--- config.mk ---
export PLATFORM = sky130hd
export DESIGN_NAME = aau_core
export DESIGN_NICKNAME = d
export VERILOG_FILES = /design/src/shared/aau_pkg.sv /design/src/rtl/aau_adder.sv /design/src/rtl/aau_core.sv
export SDC_FILE = /design/constraint.sdc
export NUM_CORES = 1
export LEC_CHECK = 0
export ABC_AREA = 1
export BUFFER_PORTS_ARGS = -buffer_cell sky130_fd_sc_hd__buf_2
export CORE_MARGIN = 1
export CORE_UTILIZATION = 53
export CTS_CLUSTER_SIZE = 16
export DETAILED_ROUTE_END_ITERATION = 10
export PLACE_DENSITY = 0.74
export SLEW_MARGIN = 5
export SYNTH_ARGS = -nofsm -noshare
export SYNTH_HDL_FRONTEND = slang
export SYNTH_HIERARCHICAL = 1
export SYNTH_SLANG_ARGS = --single-unit
--- constraint.sdc ---
create_clock -name clk_sys -period 4 [get_ports clk_sys]
set_clock_uncertainty 0.1 [all_clocks]
set_input_delay 0.4 -clock clk_sys [delete_from_list [all_inputs] [get_ports clk_sys]]
set_output_delay 0.4 -clock clk_sys [all_outputs]
set_load 0.05 [all_outputs]
--- src/shared/aau_pkg.sv ---
package aau_pkg;
  localparam int unsigned WORD_W = 12;
  localparam int unsigned SIGN_BIT = 11;
  // operation codes presented by the sequencer
  typedef enum logic [2:0]
  {
    AAU_OP_NONE = 3'b000,
    AAU_OP_ISZ = 3'b001,
    AAU_OP_AND = 3'b010,
    AAU_OP_TAD = 3'b011,
    AAU_OP_OPR1 = 3'b100,
    AAU_OP_LOAD = 3'b101
  } aau_op_t;
  // bit positions within the eight group-one operate bits
  localparam int unsigned OPR_CLA_BIT = 7;
  localparam int unsigned OPR_CLL_BIT = 6;
  localparam int unsigned OPR_CMA_BIT = 5;
  localparam int unsigned OPR_CML_BIT = 4;
  localparam int unsigned OPR_IAC_BIT = 0;
  localparam logic [11:0] IAC_CODE = 12'hE01; // octal 7001
  // operate event times
  localparam logic [1:0] EVT_CLEAR = 2'h1;
  localparam logic [1:0] EVT_CMA = 2'h2;
  localparam logic [1:0] EVT_IAC = 2'h3;
  localparam logic [11:0] AC_RESET = 12'h000;
  localparam logic LINK_RESET = 1'b0;
endpackage

--- src/rtl/aau_adder.sv ---
`timescale 1ns/1ps
// plain twelve-bit adder with carry out of the sign bit
module aau_adder #(
  parameter int unsigned W = 12
) (
  input wire logic [W-1:0] a,
  input wire logic [W-1:0] b,
  input wire logic cin,
  output logic [W-1:0] sum,
  output logic cout
);
  logic [W:0] full;
  // no end-around carry: the carry leaves here and nowhere else
  always_comb
  begin
    full = {1'b0, a} + {1'b0, b} + {{W{1'b0}}, cin};
    sum = full[W-1:0];
    cout = full[W];
  end
endmodule

--- src/rtl/aau_core.sv ---
`timescale 1ns/1ps
module aau_core #(
  parameter int unsigned W = 12
) (
  input wire logic clk_sys,
  input wire logic rst_b,
  input wire logic start,
  input wire aau_pkg::aau_op_t op,
  input wire logic [W-1:0] mem_rd_data,
  input wire logic [7:0] opr_bits,
  output logic [W-1:0] ac,
  output logic link,
  output logic [W-1:0] mem_wr_data,
  output logic mem_wr,
  output logic skip,
  output logic done
);
  typedef enum logic [1:0]
  {
    AAU_IDLE = 2'b00,
    AAU_EXEC = 2'b01,
    AAU_OPR = 2'b10
  } aau_state_t;

  aau_state_t state;
  aau_pkg::aau_op_t op_q;
  logic [W-1:0] opnd;
  logic [7:0] bits_q;
  logic [1:0] evt;
  logic [W-1:0] add_a;
  logic [W-1:0] add_b;
  logic add_cin;
  logic [W-1:0] add_sum;
  logic add_cout;
  logic last_evt;

  // one shared adder serves tad, isz and iac
  aau_adder #(.W(W)) u_add (
    .a(add_a),
    .b(add_b),
    .cin(add_cin),
    .sum(add_sum),
    .cout(add_cout)
  );

  // operand select: isz increments memory, iac increments ac
  always_comb
  begin
    add_a = ac;
    add_b = {W{1'b0}};
    add_cin = 1'b0;
    if (state == AAU_EXEC && op_q == aau_pkg::AAU_OP_ISZ)
    begin
      add_a = opnd;
      add_cin = 1'b1;
    end
    else if (state == AAU_EXEC && op_q == aau_pkg::AAU_OP_TAD)
    begin
      add_b = opnd;
    end
    else if (state == AAU_OPR && evt == aau_pkg::EVT_IAC)
    begin
      add_cin = bits_q[aau_pkg::OPR_IAC_BIT];
    end
  end

  assign last_evt = (evt == aau_pkg::EVT_IAC);

  // sequencer: exec ops take one cycle, operate walks event times
  always_ff @(posedge clk_sys or negedge rst_b)
  begin
    if (!rst_b)
    begin
      state <= AAU_IDLE;
      op_q <= aau_pkg::AAU_OP_NONE;
      opnd <= '0;
      bits_q <= 8'h00;
      evt <= 2'h0;
    end
    else
    begin
      case (state)
        AAU_IDLE:
        begin
          if (start)
          begin
            op_q <= op;
            opnd <= mem_rd_data;
            bits_q <= opr_bits;
            evt <= aau_pkg::EVT_CLEAR;
            state <= (op == aau_pkg::AAU_OP_OPR1) ? AAU_OPR : AAU_EXEC;
          end
        end
        AAU_EXEC:
        begin
          state <= AAU_IDLE;
        end
        AAU_OPR:
        begin
          // complement always precedes increment
          evt <= evt + 2'h1;
          if (last_evt)
          begin
            state <= AAU_IDLE;
          end
        end
        default:
        begin
          state <= AAU_IDLE;
        end
      endcase
    end
  end

  // accumulator; isz falls to the default arm so ac is kept
  always_ff @(posedge clk_sys or negedge rst_b)
  begin
    if (!rst_b)
    begin
      ac <= aau_pkg::AC_RESET;
    end
    else if (state == AAU_EXEC)
    begin
      case (op_q)
        aau_pkg::AAU_OP_AND: ac <= ac & opnd;
        // truncated sum even on overflow
        aau_pkg::AAU_OP_TAD: ac <= add_sum;
        aau_pkg::AAU_OP_LOAD: ac <= opnd;
        default: ac <= ac;
      endcase
    end
    else if (state == AAU_OPR)
    begin
      if (evt == aau_pkg::EVT_CLEAR && bits_q[aau_pkg::OPR_CLA_BIT])
      begin
        ac <= '0;
      end
      else if (evt == aau_pkg::EVT_CMA && bits_q[aau_pkg::OPR_CMA_BIT])
      begin
        ac <= ~ac; // sign bit flips with value
      end
      else if (evt == aau_pkg::EVT_IAC)
      begin
        ac <= add_sum;
      end
    end
  end

  // link: tad and iac carry out of sign toggles it, isz carry does not, never feeds back in
  always_ff @(posedge clk_sys or negedge rst_b)
  begin
    if (!rst_b)
    begin
      link <= aau_pkg::LINK_RESET;
    end
    else if (state == AAU_EXEC && op_q == aau_pkg::AAU_OP_TAD)
    begin
      link <= link ^ add_cout;
    end
    else if (state == AAU_OPR)
    begin
      if (evt == aau_pkg::EVT_CLEAR && bits_q[aau_pkg::OPR_CLL_BIT])
      begin
        link <= 1'b0;
      end
      else if (evt == aau_pkg::EVT_CMA && bits_q[aau_pkg::OPR_CML_BIT])
      begin
        link <= ~link;
      end
      else if (evt == aau_pkg::EVT_IAC)
      begin
        link <= link ^ add_cout; // iac carry also toggles link
      end
    end
  end

  // memory write-back and skip for isz
  always_ff @(posedge clk_sys or negedge rst_b)
  begin
    if (!rst_b)
    begin
      mem_wr <= 1'b0;
      mem_wr_data <= '0;
      skip <= 1'b0;
    end
    else
    begin
      mem_wr <= 1'b0;
      skip <= 1'b0;
      if (state == AAU_EXEC && op_q == aau_pkg::AAU_OP_ISZ)
      begin
        mem_wr <= 1'b1;
        mem_wr_data <= add_sum;
        skip <= (add_sum == '0);
      end
    end
  end

  // completion pulse, one cycle after the last step
  always_ff @(posedge clk_sys or negedge rst_b)
  begin
    if (!rst_b)
    begin
      done <= 1'b0;
    end
    else
    begin
      done <= (state == AAU_EXEC) || (state == AAU_OPR && last_evt);
    end
  end
endmodule

# After elaboration in Yosys (flattened, before gate mapping)
# Cells that the tools add are included.
totals:
  word_cells: 76
  output_inout_bits: 28
  inputBits: 26
  reg_bits: 55
op_classes:
  eq_ne: 13
  addsub: 3
  bitwise: 4
  muxes: 25
  n_reduce_logical: 20
ops:
  columns: ["cell", "n"]
  rows:
  - ["two-way mux 12 bit", 8]
  - ["case mux 12 bit (3 select lines)", 1]
  - ["adder 12 x 12 -> 13 bit", 1]
  - ["adder 13 x 1 -> 13 bit", 1]
  - ["bitwise AND 12 bit", 1]
  - ["zero test 12 bit", 1]
  - ["inverter 12 bit", 1]
  - ["two-way mux 1 bit", 10]
  - ["two-way mux 2 bit", 4]
  - ["case mux 2 bit (2 select lines)", 2]
  - ["AND reduction 2 bit", 4]
  - ["nonzero test 4 bit", 2]
  - ["logical AND 1 bit", 7]
  - ["equality test 2 bit, second input constant", 3]
  - ["equality test 3 x 2 -> 1 bit, second input constant", 2]
  - ["equality test 3 bit, second input constant", 2]
  - ["nonzero test 2 bit", 3]
  - ["equality test 2 x 1 -> 1 bit, second input constant", 2]
  - ["!= test 2 bit, second input constant", 2]
  - ["!= test 4 x 1 -> 1 bit, second input constant", 1]
  - ["equality test 3 x 1 -> 1 bit, second input constant", 1]
  - ["AND reduction 3 bit", 1]
  - ["adder 2 x 1 -> 2 bit, second input constant", 1]
  - ["zero test 2 bit", 1]
  - ["other kinds (3)", 3]

# Depth between registers and ports, before layout
logic_depth:
  depth_word: 12
  depth_mapped: 23

# Hierarchy
# The synthesis kept the hierarchy.
by_module_without_submodules:
  columns: ["mod", "area_per_inst_um2", "seq_area_each_um2", "cells_each", "n_inst"]
  rows:
  - ["aau_core", 3228.1, 1301.2, 458, 1]
  - ["aau_adder", 679.4, 0.0, 122, 1]

# Worst setup path after synthesis
# No wires, ideal clock.
synth_timing:
  path_type: "register to register"
  start: "register state[1]"
  end: "register ac[6]"
  period_less_slack_ns: 3.332
  path_stages_with_launch: 22
  required_ns: 3.827
  setup_time_ns: 0.073
  slack_ns: 0.668
  arrival_ns: 3.159
  path_cell_list: "dfrtp_1 -> inv_1 -> ha_1 -> buf_2 -> nand4_1 -> buf_4 -> buf_4 -> nand2_1 -> o21ai_1 -> fa_1 -> fa_1 -> nand3_1 -> nand3_2 -> nand2_1 -> nand2_1 -> xor2_1 -> nand4_1 -> nand2_1 -> inv_1 -> nand2_1 -> nand2_1 -> a21oi_2"
synth_lines:
  columns: ["element", "line_no", "rtl"]
  rows:
  - ["start: declaration", "aau_core.sv:25", "aau_state_t state;"]
  - ["start signal: assignment", "aau_core.sv:91", "state <= (op == aau_pkg::AAU_OP_OPR1) ? AAU_OPR : AAU_EXEC;"]
  - ["equality test 2 x 1 -> 1 bit (*)", "aau_core.sv:52", "if (state == AAU_EXEC && op_q == aau_pkg::AAU_OP_ISZ)"]
  - ["logical AND 1 bit (*)", "aau_core.sv:52", null]
  - ["two-way mux 12 bit (*)", "aau_core.sv:52", null]
  - ["net add_a[0]", "aau_core.sv:30", "logic [W-1:0] add_a;"]
  - ["adder 12 x 12 -> 13 bit (*)", "aau_adder.sv:16", "full = {1'b0, a} + {1'b0, b} + {{W{1'b0}}, cin};"]
  - ["adder 13 x 1 -> 13 bit (*)", "aau_adder.sv:16", null]
  - ["net add_sum[6]", "aau_core.sv:33", "logic [W-1:0] add_sum;"]
  - ["two-way mux 12 bit", "aau_core.sv:142", "else if (evt == aau_pkg::EVT_IAC)"]
  - ["two-way mux 12 bit", "aau_core.sv:138", "else if (evt == aau_pkg::EVT_CMA && bits_q[aau_pkg::OPR_CMA_BIT])"]
  - ["two-way mux 12 bit", "aau_core.sv:134", "if (evt == aau_pkg::EVT_CLEAR && bits_q[aau_pkg::OPR_CLA_BIT])"]
  - ["two-way mux 12 bit", "aau_core.sv:132", "else if (state == AAU_OPR)"]
  - ["two-way mux 12 bit (*)", "aau_core.sv:122", "else if (state == AAU_EXEC)"]
  - ["end signal: assignment", "aau_core.sv:125", "aau_pkg::AAU_OP_AND: ac <= ac & opnd;"]
  - ["end signal: assignment", "aau_core.sv:127", "aau_pkg::AAU_OP_TAD: ac <= add_sum;"]
  - ["end signal: assignment", "aau_core.sv:140", "ac <= ~ac;"]
  - ["end: declaration", "aau_core.sv:11", "output logic [W-1:0] ac,"]
# The timed path passes the listed nets; every way through them passes the cells marked *. The select of a mux whose other input is x is not followed.
# A chain may end at the register's enable or synchronous reset.

# Final worst setup path
layout_timing:
  start: "register op_q[2]"
  end: "register ac[6]"
layout_lines:
  columns: ["element", "line_no", "rtl"]
  rows:
  - ["start: declaration", "aau_core.sv:26", "aau_pkg::aau_op_t op_q;"]
  - ["start signal: assignment", "aau_core.sv:75", "op_q <= aau_pkg::AAU_OP_NONE;"]
  - ["start signal: assignment", "aau_core.sv:87", "op_q <= op;"]
  - ["equality test 3 x 2 -> 1 bit", "aau_core.sv:57", "else if (state == AAU_EXEC && op_q == aau_pkg::AAU_OP_TAD)"]
  - ["logical AND 1 bit", "aau_core.sv:57", null]
  - ["two-way mux 1 bit", "aau_core.sv:57", null]
  - ["two-way mux 1 bit (*)", "aau_core.sv:52", null]
  - ["net add_cin", "aau_core.sv:32", "logic add_cin;"]
  - ["adder 13 x 1 -> 13 bit (*)", "aau_adder.sv:16", null]
  - ["net add_sum[6]", "aau_core.sv:33", null]
  - ["two-way mux 12 bit", "aau_core.sv:142", null]
  - ["two-way mux 12 bit", "aau_core.sv:138", null]
  - ["two-way mux 12 bit", "aau_core.sv:134", null]
  - ["two-way mux 12 bit", "aau_core.sv:132", null]
  - ["two-way mux 12 bit (*)", "aau_core.sv:122", null]
# Marks and branches as above.

==> Implementation_results.wiki <==
{| class="wikitable"
! Metric !! Value
|-
| Result of the run || complete, no violations
|-
| Total standard cell area after synthesis || 3910 sq um
|-
| Overall power after layout || 3.99 mW
|-
| Most common cell after layout, fill and taps aside || sky130_fd_sc_hd__nand2_1
|-
| Maximum number of buffers from clock root to sink || 2
|-
| Global-route wire length before repair || 16700 um
|-
| Global route total overflow || 0
|-
| Leakage power figure || 2.40 nW
|-
| Initial antenna violation count || 0
|-
| Final net count || 662
|-
| Biggest area contributors in the synthesized netlist || sky130_fd_sc_hd__dfrtp_1 33%, sky130_fd_sc_hd__nand2_1 16%, sky130_fd_sc_hd__inv_1 7.0%
|-
| Area added between synthesis and finish || 10.2%
|-
| Starting utilization of the core area || 56.3%
|-
| Number of cells in the design after placement || 706
|-
| Detailed Place HPWL || 7570 um
|-
| Kind of end point of the critical path || flop
|-
| Count of unresolved DRC violations after routing || 0
|-
| Post-Syn Instances || 580
|-
| Final antenna diode count || 0
|-
| Max H-tree Level || 2
|-
| Min cycle time layout || 3530 ps
|-
| Detailed-route wire length per cell || 13.9 um
|-
| Upper clock frequency limit || 0.283 GHz
|-
| RSZ-0062 raised after global routing || false
|-
| Clock buffers created by TritonCTS || 5
|-
| Max_cap viols || 0
|-
| Setup Viol. Count Final || 0
|-
| Worst Reg2Reg Path Length in Cells || 17
|-
| Aggregate routed wire length || 9930 um
|-
| Final count of hold timing violations || 0
|-
| Type of the setup path with the least slack || flop to flop
|-
| Async set-reset flop share out of synthesis || 100%
|-
| IR drop worst, VDD || 0.000357 V
|-
| I/O pin total || 54
|-
| Buffer cell driving the clock tree root || sky130_fd_sc_hd__clkbuf_8
|-
| Clock Latency Late Sink || 320 ps
|-
| Fraction of final layout cells sized beyond drive strength 1 || 15.5%
|-
| Post-CTS setup repair buffer count || 0
|-
| Cts repair resizes || 0
|-
| Overall fraction of global-route tracks in use || 28.1%
|-
| Share of the synthesized area in the top cell type || 33.3%
|-
| Area of the core || 6940 sq um
|-
| End of the worst register-to-register path || ac[6]
|-
| Final Cycle Share || 88.3%
|-
| Final worst slack || 467 ps
|-
| Critical register-to-register path startpoint || op_q[2]
|-
| Post-route ant nets || 0
|-
| Die Span X || 87.9 um
|-
| Setup TNS || 0 ps
|-
| Detailed-router iteration count before antenna repair || 5
|-
| Via-per-instance ratio || 5.36
|-
| Predominant post-synthesis flop cell || sky130_fd_sc_hd__dfrtp_1
|-
| Vert. Die Dim || 87.9 um
|-
| Setup slack at placement || 548 ps
|-
| Number of nets in the synthesized netlist || 625
|-
| Power density of the placed cells || 928 nW/um^2
|-
| Hold WC Path Type || input port to async pin
|-
| Signal arrival time at the worst endpoint || 3680 ps
|-
| TritonCTS clock tree || built
|-
| Max Fanout on Critical Path || 16
|-
| CTS hold repair buffers || 0
|-
| Largest net degree at the start of global routing || 53
|-
| Cell type with the largest total area after synthesis || sky130_fd_sc_hd__dfrtp_1
|-
| Number of cells in the finished layout apart from fillers || 714
|-
| Required time worst endpoint || 4150 ps
|-
| Gp weighted congestion || 0.899
|-
| Clock-pin slew reported for the worst setup and hold paths after clock tree synthesis || 100 ps
|-
| Kind of launch point of the worst setup path || flop
|-
| Final number of max-transition violations || 0
|-
| Initial DRC count || 240
|-
| Slew Limit Headroom || 40.5%
|-
| Area of the die || 7720 sq um
|-
| Worst reg-to-reg setup slack || 470 ps
|-
| Number of port buffers || 50
|-
| Number of sinks handled by clock tree synthesis || 52
|-
| Actual slew at the worst max-slew pin || 892 ps
|-
| Number of distinct standard cells referenced by the synthesized netlist || 27
|-
| Yosys warning count || 6
|-
| Cell row count || 30
|-
| Vias in the first global route || 3425
|-
| Number of synthesized register bits || 52
|-
| Share of the yosys chip area belonging to registers || 33.3%
|-
| Total via count after detailed routing || 3830
|-
| WHS || 96.8 ps
|-
| Post-synthesis area per instance || 6.74 sq um
|-
| Number of flops mapped to enable cells by yosys || 0
|-
| Most frequent cells in the layout || 168 x sky130_fd_sc_hd__nand2_1, 73 x sky130_fd_sc_hd__inv_1, 69 x sky130_fd_sc_hd__nor2_1
|}
-- layout make-up --
type                    count  area (sq um)
inverters                  83           314
clock buffers               7          96.3
multi-input cells         418          2140
well taps                  96           120
fillers                   692          2640
repair buffers             57           303
clock inverters             1          30.0
flip-flops and latches     52          1300
-- synth_stat cells (2+ instances only) --
library cell	instances
sky130_fd_sc_hd__nor2_2	3
sky130_fd_sc_hd__o22ai_1	2
sky130_fd_sc_hd__buf_2	14
sky130_fd_sc_hd__inv_2	5
sky130_fd_sc_hd__nand4_1	32
sky130_fd_sc_hd__nor2_1	69
sky130_fd_sc_hd__o21ai_1	24
sky130_fd_sc_hd__dfrtp_1	52
sky130_fd_sc_hd__inv_1	73
sky130_fd_sc_hd__nand3_2	5
sky130_fd_sc_hd__a21oi_2	11
sky130_fd_sc_hd__xor2_1	6
sky130_fd_sc_hd__fa_1	2
sky130_fd_sc_hd__buf_4	9
sky130_fd_sc_hd__nand2_2	5
sky130_fd_sc_hd__ha_1	17
sky130_fd_sc_hd__clkinv_1	4
sky130_fd_sc_hd__nand3_1	17
sky130_fd_sc_hd__nand3b_1	13
sky130_fd_sc_hd__clkbuf_1	4
sky130_fd_sc_hd__o21ai_0	23
sky130_fd_sc_hd__nor3_1	13
sky130_fd_sc_hd__a21oi_1	6
sky130_fd_sc_hd__nand2_1	168
-- registers in the layout, indices dropped and copies added, names as in the netlist --
register,count
evt,2
bits_q,5
skip,1
done,1
link,1
op_q,3
mem_wr_data,12
state,2
mem_wr,1
ac,12
opnd,12
-- report_power, final --
group          internal (mW)  switching (mW)
logic                  0.747            1.81
registers              0.774           0.259
clock network          0.221           0.182
-- worst max-delay path, cell delays in order, from the launching register on --
cell and delay, ps:
sky130_fd_sc_hd__dfrtp_1 400, sky130_fd_sc_hd__inv_2 230, sky130_fd_sc_hd__nand3_2 330, sky130_fd_sc_hd__nor2_2 260, sky130_fd_sc_hd__o21ai_1 110, sky130_fd_sc_hd__fa_1 430
sky130_fd_sc_hd__fa_1 470, sky130_fd_sc_hd__nand3_1 130, sky130_fd_sc_hd__nand3_2 100, sky130_fd_sc_hd__nand2_1 70, sky130_fd_sc_hd__nand2_1 50, sky130_fd_sc_hd__xor2_1 310
sky130_fd_sc_hd__nand4_1 140, sky130_fd_sc_hd__nand2_1 80, sky130_fd_sc_hd__inv_1 40, sky130_fd_sc_hd__nand2_1 40, sky130_fd_sc_hd__nand2_1 60, sky130_fd_sc_hd__a21oi_2 120
-- cell families (layout without fill, tap and decap cells) --
kind of cell | after synthesis | after routing | synth area share [%]
and+or+nand+nor | 327 | 327 | 37.4
AOI/OAI and AO/OA | 66 | 66 | 9.57
xor gates and xnor gates | 6 | 6 | 1.34
DFF | 52 | 52 | 33.3
adders and majority gates | 19 | 19 | 6.47
buffers and inverters | 110 | 148 | 11.9
-- metal layers --
layer | vias up | wire [um] | share of wire (%) | track usage [%]
li1 | 1920 | - | - | -
met1 | 1762 | 4790 | 48 | 41.5
met2 | 134 | 4410 | 44 | 43.3
met3 | 14 | 631 | 6.4 | 3.68
met4 | 0 | 106 | 1.1 | 7.30
met5 | - | 0 | 0 | 0
-- metrics by stage --
step                      utilization (%)  instance area [sq um]
after floorplan                         -                   3910
after global placement               60.2                   4180
after detailed placement             60.2                   4180
after CTS                            62.0                   4300
after global routing                 62.0                   4300
final                                62.0                   4300
-- how the worst max path moves through the flow --
stage | from | to | slack [ps] | cells after the start
2_1_floorplan | state[1] | ac[6] | 670 | 21
3_3_place_gp | op_q[2] | ac[6] | 590 | 17
3_5_place_dp | op_q[2] | ac[6] | 550 | 17
4_1_cts | op_q[2] | ac[6] | 510 | 17
5_1_grt | op_q[2] | ac[7] | 270 | 17
6_report | op_q[2] | ac[6] | 470 | 17
No activity file was read; power rests on OpenSTA's default activity.
